===== src/include/fbss_defs.vh =====
// Purpose: shared constants of the fieldbus slave sequencer
// Assumes: 25 MHz system clock
// Notes: definitions only, no logic
`ifndef FBSS_DEFS_VH
`define FBSS_DEFS_VH

// clock and timing
`define FBSS_CLK_HZ 25000000
`define FBSS_BLINK_MS 250
`define FBSS_QUIET_MS 100
`define FBSS_BLINK_CYC (`FBSS_CLK_HZ / 1000 * `FBSS_BLINK_MS)
`define FBSS_QUIET_CYC (`FBSS_CLK_HZ / 1000 * `FBSS_QUIET_MS)

// bit rate range
`define FBSS_MIN_RATE 9600
`define FBSS_MAX_PER (`FBSS_CLK_HZ / `FBSS_MIN_RATE)
`define FBSS_PER_W 16
`define FBSS_LOCK_EDGES 4'h8

// station address range
`define FBSS_ADDR_MIN 7'h01
`define FBSS_ADDR_MAX 7'h7D

// frame layout
`define FBSS_POS_ADDR 8'h00
`define FBSS_POS_TYPE 8'h01
`define FBSS_POS_PAY 8'h02
`define FBSS_PRM_MIN_LEN 8'h07

// request frame types
`define FBSS_FT_PRM 8'h01
`define FBSS_FT_CFG 8'h02
`define FBSS_FT_DX 8'h03

// answer frame types
`define FBSS_RS_ACK 8'h10
`define FBSS_RS_DIN 8'h11
`define FBSS_RS_DIAG 8'h12

// configuration module codes
`define FBSS_CFG_BOX 8'h12
`define FBSS_CFG_HEAD 8'h51
`define FBSS_MAX_HEADS 4'h8

// diagnostic codes
`define FBSS_DG_SEQ 8'h01
`define FBSS_DG_PRM 8'h02
`define FBSS_DG_CFG 8'h04
`define FBSS_DG_DX 8'h08
`define FBSS_DG_HEAD 8'h10

// answer lengths
`define FBSS_LEN_ACK 6'h01
`define FBSS_LEN_DIAG 6'h02
`define FBSS_LEN_DIN0 6'h02

// sequencer states
`define FBSS_ST_WPRM 2'h0
`define FBSS_ST_WCFG 2'h1
`define FBSS_ST_DX 2'h2

// input data fields
`define FBSS_TRIG_BIT 0

`endif


===== src/core/fbss_buf2.v =====
// Purpose: two-entry skid buffer with valid and ready on both sides
// Assumes: one clock, synchronous active-high reset
// Notes: output side driven straight from registers
`timescale 1ns/1ps
module fbss_buf2 #(
	parameter WIDTH = 9
) (
	// clock and reset
	input wire sys_clk_i,
	input wire srst_i,
	// filling side
	input wire in_valid_i,
	input wire [WIDTH-1:0] in_data_i,
	output reg in_ready_o,
	// draining side
	output reg out_valid_o,
	output reg [WIDTH-1:0] out_data_o,
	input wire out_ready_i
);

reg spare_valid;
reg [WIDTH-1:0] spare_data;
wire push = in_valid_i && in_ready_o;
wire pop = out_valid_o && out_ready_i;

// head register, spare register and ready
always @(posedge sys_clk_i) begin
	if (srst_i) begin
		out_valid_o <= 1'b0;
		out_data_o <= {WIDTH{1'b0}};
		spare_valid <= 1'b0;
		spare_data <= {WIDTH{1'b0}};
		in_ready_o <= 1'b0;
	end else begin
		if (!out_valid_o || pop) begin
			if (spare_valid) begin
				out_valid_o <= 1'b1;
				out_data_o <= spare_data;
				spare_valid <= push;
				spare_data <= in_data_i;
			end else begin
				out_valid_o <= push;
				out_data_o <= in_data_i;
			end
		end else if (push) begin
			spare_valid <= 1'b1;
			spare_data <= in_data_i;
		end
		// ready drops once both entries would hold data
		in_ready_o <= !(out_valid_o && !pop && (spare_valid || push));
	end
end

endmodule // fbss_buf2


===== src/core/fbss_seq.v =====
// Purpose: fieldbus slave start-up, cyclic exchange and diagnostics
// Assumes: byte-level link from an outer bit receiver, 25 MHz clock
// Notes: answers leave through a two-entry buffer
`timescale 1ns/1ps
`include "fbss_defs.vh"
module fbss_seq #(
	parameter BLINK_CYC = `FBSS_BLINK_CYC,
	parameter QUIET_CYC = `FBSS_QUIET_CYC
) (
	// clock and reset
	input wire sys_clk_i,
	input wire srst_i,
	// station setting and line
	input wire [6:0] station_addr_i,
	input wire line_rx_i,
	// received bytes
	input wire rx_valid_i,
	input wire [7:0] rx_data_i,
	input wire rx_last_i,
	input wire rx_err_i,
	// sensor side
	input wire trigger_i,
	input wire [127:0] obj_temp_i,
	input wire [127:0] head_temp_i,
	input wire head_fault_i,
	// answer bytes
	output wire tx_valid_o,
	output wire [7:0] tx_data_o,
	output wire tx_last_o,
	input wire tx_ready_i,
	// applied output data
	output reg app_we_o,
	output reg [7:0] app_idx_o,
	output reg [7:0] app_data_o,
	// status
	output reg [`FBSS_PER_W-1:0] bit_period_o,
	output reg rate_lock_o,
	output reg [3:0] heads_o,
	output reg led_red_o,
	output reg led_yellow_o
);

reg [1:0] state;
reg [6:0] station;
reg station_ok;
reg [7:0] pos;
reg mine;
reg [7:0] ftype;
reg bad;
reg cfg_bad;
reg [3:0] heads_seen;
reg diag_flag;
reg resp_busy;
reg [7:0] resp_kind;
reg [7:0] resp_code;
reg [5:0] resp_idx;
reg [5:0] resp_len;
reg resp_trig;
reg [255:0] snap;
reg [31:0] quiet;
reg [31:0] blink;
reg line_q;
reg [`FBSS_PER_W-1:0] gap;
reg [3:0] edges;
wire buf_ready;

// values as they stand with the current byte included
wire [7:0] fin_type = (pos == `FBSS_POS_TYPE) ? rx_data_i : ftype;
wire [7:0] fin_len = (pos >= `FBSS_POS_PAY) ? pos - `FBSS_POS_TYPE : 8'h00;
wire fin_mine = (pos == `FBSS_POS_ADDR) ? 1'b0 : mine;
wire fin_bad = bad || rx_err_i;
wire is_pay = (pos >= `FBSS_POS_PAY);
wire cur_box = (pos == `FBSS_POS_PAY);
wire cur_cfg_bad = cur_box ? (rx_data_i != `FBSS_CFG_BOX) :
	(rx_data_i != `FBSS_CFG_HEAD) || (heads_seen == `FBSS_MAX_HEADS);
wire fin_cfg_bad = cfg_bad || (is_pay && cur_cfg_bad) || (fin_len == 8'h00);
wire [3:0] fin_heads = (is_pay && !cur_box) ? heads_seen + 4'h1 : heads_seen;
wire frame_end = rx_valid_i && rx_last_i && fin_mine && !resp_busy;
wire quiet_hit = (quiet >= QUIET_CYC);

// station address sampled every cycle, range checked
always @(posedge sys_clk_i) begin
	if (srst_i) begin
		station <= 7'h00;
		station_ok <= 1'b0;
	end else begin
		station <= station_addr_i;
		station_ok <= (station_addr_i >= `FBSS_ADDR_MIN) &&
			(station_addr_i <= `FBSS_ADDR_MAX);
	end
end

// frame parser and start-up sequencer
always @(posedge sys_clk_i) begin
	if (srst_i) begin
		state <= `FBSS_ST_WPRM;
		pos <= 8'h00;
		mine <= 1'b0;
		ftype <= 8'h00;
		bad <= 1'b0;
		cfg_bad <= 1'b0;
		heads_seen <= 4'h0;
		heads_o <= 4'h0;
		app_we_o <= 1'b0;
		app_idx_o <= 8'h00;
		app_data_o <= 8'h00;
		resp_busy <= 1'b0;
		resp_kind <= 8'h00;
		resp_code <= 8'h00;
		resp_idx <= 6'h00;
		resp_len <= 6'h00;
		resp_trig <= 1'b0;
		snap <= 256'h0;
		diag_flag <= 1'b0;
	end else begin
		app_we_o <= 1'b0;
		if (rx_valid_i) begin
			pos <= rx_last_i ? 8'h00 : ((pos == 8'hFF) ? pos : pos + 8'h01);
			if (pos == `FBSS_POS_ADDR) begin
				mine <= station_ok && (rx_data_i == {1'b0, station});
				bad <= rx_err_i;
				cfg_bad <= 1'b0;
				heads_seen <= 4'h0;
			end else begin
				bad <= bad || rx_err_i;
				if (pos == `FBSS_POS_TYPE)
					ftype <= rx_data_i;
				if (is_pay) begin
					cfg_bad <= cfg_bad || cur_cfg_bad;
					heads_seen <= (cur_cfg_bad || cur_box) ? heads_seen : fin_heads;
				end
				if (mine && is_pay && ftype == `FBSS_FT_DX && state == `FBSS_ST_DX) begin
					app_we_o <= 1'b1;
					app_idx_o <= pos - `FBSS_POS_PAY;
					app_data_o <= rx_data_i;
				end
			end
		end
		// answer bytes leave one per accepted push
		if (resp_busy && buf_ready) begin
			resp_idx <= resp_idx + 6'h01;
			if (resp_idx == resp_len - 6'h01)
				resp_busy <= 1'b0;
		end
		// decision at frame end
		if (frame_end) begin
			resp_busy <= 1'b1;
			resp_idx <= 6'h00;
			resp_kind <= `FBSS_RS_DIAG;
			resp_len <= `FBSS_LEN_DIAG;
			resp_code <= `FBSS_DG_SEQ;
			case (fin_type)
			`FBSS_FT_PRM: begin
				if (!fin_bad && fin_len >= `FBSS_PRM_MIN_LEN) begin
					state <= `FBSS_ST_WCFG;
					resp_kind <= `FBSS_RS_ACK;
					resp_len <= `FBSS_LEN_ACK;
				end else begin
					state <= `FBSS_ST_WPRM;
					resp_code <= `FBSS_DG_PRM;
				end
			end
			`FBSS_FT_CFG: begin
				if (state != `FBSS_ST_WCFG) begin
					state <= `FBSS_ST_WPRM;
				end else if (!fin_bad && !fin_cfg_bad) begin
					state <= `FBSS_ST_DX;
					heads_o <= fin_heads;
					resp_kind <= `FBSS_RS_ACK;
					resp_len <= `FBSS_LEN_ACK;
				end else begin
					state <= `FBSS_ST_WPRM;
					resp_code <= `FBSS_DG_CFG;
				end
			end
			`FBSS_FT_DX: begin
				if (state != `FBSS_ST_DX) begin
					resp_code <= `FBSS_DG_SEQ;
				end else if (fin_bad) begin
					resp_code <= `FBSS_DG_DX;
				end else if (diag_flag || head_fault_i) begin
					resp_code <= `FBSS_DG_HEAD;
				end else begin
					resp_kind <= `FBSS_RS_DIN;
					resp_len <= `FBSS_LEN_DIN0 + {heads_o, 2'b00};
					resp_trig <= trigger_i;
					snap <= {obj_temp_i[127:112], head_temp_i[127:112],
						obj_temp_i[111:96], head_temp_i[111:96],
						obj_temp_i[95:80], head_temp_i[95:80],
						obj_temp_i[79:64], head_temp_i[79:64],
						obj_temp_i[63:48], head_temp_i[63:48],
						obj_temp_i[47:32], head_temp_i[47:32],
						obj_temp_i[31:16], head_temp_i[31:16],
						obj_temp_i[15:0], head_temp_i[15:0]};
				end
			end
			default: begin
				resp_code <= `FBSS_DG_SEQ;
			end
			endcase
		end else if (quiet_hit && state != `FBSS_ST_WPRM) begin
			// silent master: start-up must be repeated
			state <= `FBSS_ST_WPRM;
		end
		// head fault sticky until the next exchange frame ends in exchange, even one answered with the frame error code; a new fault wins
		if (head_fault_i && state == `FBSS_ST_DX)
			diag_flag <= 1'b1;
		else if (frame_end && fin_type == `FBSS_FT_DX && state == `FBSS_ST_DX)
			diag_flag <= 1'b0;
	end
end

// answer byte selection
wire [5:0] hb = resp_idx - `FBSS_LEN_DIN0;
wire [4:0] bsel = {hb[4:2], ~hb[1:0]};
reg [7:0] tx_byte;
always @* begin
	tx_byte = 8'h00;
	if (resp_idx == 6'h00)
		tx_byte = resp_kind;
	else if (resp_kind == `FBSS_RS_DIAG)
		tx_byte = resp_code;
	else if (resp_idx == 6'h01)
		tx_byte = {7'h00, resp_trig} << `FBSS_TRIG_BIT;
	else
		// object then head temperature, high byte first
		tx_byte = snap[{bsel, 3'b000} +: 8];
end

// answer buffer toward the outer transmitter
fbss_buf2 #(
	.WIDTH(9)
) u_buf (
	.sys_clk_i(sys_clk_i),
	.srst_i(srst_i),
	.in_valid_i(resp_busy),
	.in_data_i({resp_idx == resp_len - 6'h01, tx_byte}),
	.in_ready_o(buf_ready),
	.out_valid_o(tx_valid_o),
	.out_data_o({tx_last_o, tx_data_o}),
	.out_ready_i(tx_ready_i)
);

// quiet watchdog and indicators
always @(posedge sys_clk_i) begin
	if (srst_i) begin
		quiet <= QUIET_CYC;
		blink <= 32'h0000_0000;
		led_red_o <= 1'b0;
		led_yellow_o <= 1'b0;
	end else begin
		if (frame_end && !fin_bad)
			quiet <= 32'h0000_0000;
		else if (!quiet_hit)
			quiet <= quiet + 32'h0000_0001;
		if (!quiet_hit) begin
			blink <= 32'h0000_0000;
			led_red_o <= 1'b0;
		end else if (blink >= BLINK_CYC - 1) begin
			blink <= 32'h0000_0000;
			led_red_o <= !led_red_o;
		end else begin
			blink <= blink + 32'h0000_0001;
		end
		led_yellow_o <= (state == `FBSS_ST_DX);
	end
end

// bit rate detection from shortest gap between line edges
always @(posedge sys_clk_i) begin
	if (srst_i) begin
		line_q <= 1'b1;
		gap <= 16'h0000;
		edges <= 4'h0;
		bit_period_o <= 16'hFFFF;
		rate_lock_o <= 1'b0;
	end else begin
		line_q <= line_rx_i;
		if (quiet_hit && !rate_lock_o) begin
			gap <= 16'h0000;
		end else if (line_q != line_rx_i) begin
			// keep the shortest bit time seen
			gap <= 16'h0001;
			if (gap != 16'h0000 && gap < bit_period_o)
				bit_period_o <= gap;
			if (edges != `FBSS_LOCK_EDGES)
				edges <= edges + 4'h1;
			else
				rate_lock_o <= (bit_period_o <= `FBSS_MAX_PER);
		end else if (gap != 16'hFFFF && gap != 16'h0000) begin
			gap <= gap + 16'h0001;
		end
		if (quiet_hit && rate_lock_o && line_q == line_rx_i && gap == 16'hFFFF) begin
			edges <= 4'h0;
			bit_period_o <= 16'hFFFF;
			rate_lock_o <= 1'b0;
		end
	end
end

endmodule // fbss_seq


===== config.mk =====
export PLATFORM = sky130hd
export DESIGN_NAME = fbss_seq
export DESIGN_NICKNAME = d
export VERILOG_FILES = /design/src/core/fbss_buf2.v /design/src/core/fbss_seq.v
export VERILOG_INCLUDE_DIRS = /design/src /design/src/include
export SDC_FILE = /design/constraint.sdc
export NUM_CORES = 1
export LEC_CHECK = 0
export ABC_CLOCK_PERIOD_IN_PS = 3700
export BUFFER_PORTS_ARGS = -buffer_cell sky130_fd_sc_hd__buf_4
export CORE_ASPECT_RATIO = 1.25
export CORE_MARGIN = 2
export CORE_UTILIZATION = 53
export DETAILED_ROUTE_END_ITERATION = 8
export PLACE_DENSITY = 0.76
export SLEW_MARGIN = 0
export SYNTH_ARGS = -nofsm -noshare
export SYNTH_HDL_FRONTEND = slang
export SYNTH_SLANG_ARGS = --single-unit

===== constraint.sdc =====
create_clock -name sys_clk_i -period 3.7 [get_ports sys_clk_i]
set_input_delay 0.74 -clock sys_clk_i [delete_from_list [all_inputs] [get_ports sys_clk_i]]
set_output_delay 0.74 -clock sys_clk_i [all_outputs]
set_load 0.005 [all_outputs]

==> results.md <==
- Detail Placement HPWL: 38,900 um
- Sink Count: 458
- Min-delay worst type: input pin to flip-flop
- CP max stage cell: or3_4
- Mapped Avg Cell Area: 8.73 um^2
- Number of synthesized flops with an enable pin: 0
- Root buffer cell: clkbuf_16
- Pre-Repair DR Iteration Count: 5
- Sequential share of the synthesized area: 45.5%
- Period utilization: 86.2%
- Filler instances: 3,061
- Setup ws final: 510 ps
- Row count: 79
- Drt total wl: 54,200 um
- CTS buffer count: 46
- Final Skew: 21.6 ps
- Worst slew pin tran: 1010 ps
- YS warnings: 0
- Top delay family on crit path: simple AND/OR/NAND/NOR gates
- CTS tree: yes
- Most frequent cell after synthesis: nand2_1
- CTS H-tree lvls: 2
- Residual DRC count: 0
- Minimum clock period: 3190 ps
- Post-Syn Instances: 2,309
- Primary FF master, synth: dfxtp_1
- Initial detailed-routing violation count: 1,187
- CP max FO: 122
- Compound-Gate Fraction of Synth Area: 12.3%
- GRT Resource Usage Total: 26.9%
- First-pass GRT wire length: 85,700 um
- Min Hold Slack: 393 ps
- Mux contribution to synthesized area: 10.3%
- DIE WIDTH: 178 um
- Initial antenna violation count: 2
- Adder-Cell Fraction of Synth Area: 2.30%
- Leakage: 0.00926 uW
- Final setup viols: 0
- Clk pin slew, worst setup/hold paths: 60 ps
- Drt wl/cell: 17.5 um
- Cell Area, Placed: 22,900 um^2
- FMAX: 314 MHz
- Die ar.: 39,600 um^2
- Placer Congestion: 0.891
- XOR/XNOR Fraction of Synth Area: 3.95%
- Critical path startpoint category: flip-flop
- Via-per-instance ratio: 5.59
- Io pins: 330
- Post-cts sizing count: 0
- Worst slack, placed: 452 ps
- Reg2reg setup slack: 510 ps
- Port bufs: 329
- Routed Antenna Nets: 0
- CTS Hold Bufs: 0
- WP data arrival: 3610 ps
- VDD IR max: 0.346 mV
- Share of the synthesized area in the top cell type: 45.5%
- Library cells used by synthesis: 71
- Starting Density: 53.9%
- Clk_lat worst skew: 570 ps
- Async set-reset flop share out of synthesis: 0%
- Synth top cells by count: nand2_1, dfxtp_1, a21oi_1, nor2_1, clkbuf_1
- Delay of the slowest cell on the worst path: 680 ps
- PwrDens: 423 nW/um^2
- Design area: 24,600 um^2
- Max-slew violations: 0
- CTS max path bufs: 3
- Simple-gate area share of the yosys netlist: 21.4%
- Area Growth Syn to Fin: 21.9%
- Crit path buf inv count: 2
- Setup Crit Path Kind: flip-flop to flip-flop
- Gr ovfl total: 0
- RSZ-0062 raised after global routing: false
- Crit path cell chain: inv_1 -> ha_1 -> a31oi_1 -> nand3b_1 -> or3_4 -> buf_12 -> nand2_1 -> a21oi_1
- Core Box Area: 37,400 um^2
- Largest family of logic cells by synthesized area: simple AND/OR/NAND/NOR gates
- CP endpoint kind: flip-flop
- Max-slew headroom: 31.6%
- Status: finished clean
- Net count reported at finish: 2,888
- Ranking of synthesized cells by area: dfxtp_1, nand2_1, mux4_2
- CP Data Required Time: 4120 ps
- # Post-CTS Setup Buffers: 0
- Share of layout cells above drive strength 1: 20.5%
- Layout Utilization: 65.7%
- Pin count of the biggest net entering global routing: 123
- Max_cap viols: 0
- Die Ht: 222 um
- Via count: 17,306
- Netlist Area Pre-Place: 20,200 um^2
- Vias in the first global route: 17,032
- Synth area leader: dfxtp_1
- Final hold violations: 0
- Sum Neg Setup Slack: 0 ps
- Synth Register Bits: 458
[cell families after synthesis]
group,Yosys count
compound gates,427
xor+xnor,91
fa+ha+maj,37
buf+inv,195
flops,458
mux,113
other cells,1
simple gates,987
[power breakdown]
group | total, uW | switching (uW) | internal [uW]
clock network | 5010 | 1980 | 3030
registers | 4960 | 11.3 | 4950
logic | 423 | 190 | 233
total | 10400 | 2190 | 8200
[state kept, by name (all words and copies together), names as in the netlist, 7 cells and up]
signal and count:
snap 256, blink 32, quiet 32, bit_period_o 16, gap 16, u_buf.out_data_o 9
u_buf.spare_data 9, app_data_o 8, app_idx_o 8, ftype 8, pos 8, station 7
[stage by stage]
step	power [uW]	instances
after floorplan	5200	2317
after global placement	5480	3009
after detailed placement	5490	3009
after CTS	10500	3095
after global routing	10700	3096
final	10400	3096
[cell type report]
cell class | instances | area, um^2 | area share (%)
Multi-Input combinational cell | 1664 | 10200 | 41.4
Sequential cell | 458 | 9180 | 37.4
Timing Repair Buffer | 357 | 2790 | 11.3
Clock buffer | 68 | 1390 | 5.64
Tap cell | 486 | 608 | 2.48
Clock inverter | 18 | 272 | 1.11
Inverter | 44 | 165 | 0.672
Antenna cell | 1 | 2.50 | 0.0102
[per-layer routing]
metal / GRT usage (%) / part of all wire [%] / up-vias
met3: 5.50 / 6.1 / 108
met2: 47.4 / 50 / 500
li1: - / - / 8421
met5: 0 / 0.020 / -
met4: 10.9 / 3.9 / 2
met1: 31.6 / 40 / 8275
[final timing paths]
| check | startpoint | to | depth (start not counted) |
|---|---|---|---|
| setup / recovery | pos[0] | snap[70] | 8 |
| hold / removal | line_rx_i | line_q | 2 |
| setup reg to reg | pos[0] | snap[70] | 8 |
| hold reg to reg | snap[163] | snap[163] | 2 |
[cell usage in the layout (no fill, tap or decap), types with 20 or more instances in the layout]
master	instances
nand2_1	580
inv_1	44
o21ai_0	23
clkbuf_16	47
nand3_1	40
a21oi_1	301
dfxtp_1	456
nand4_1	20
buf_4	348
nor2_1	190
xor2_1	42
mux4_2	75
nor3_1	27
mux2i_1	30
ha_1	37
xnor2_1	48
No activity file was read; power rests on OpenSTA's default activity.
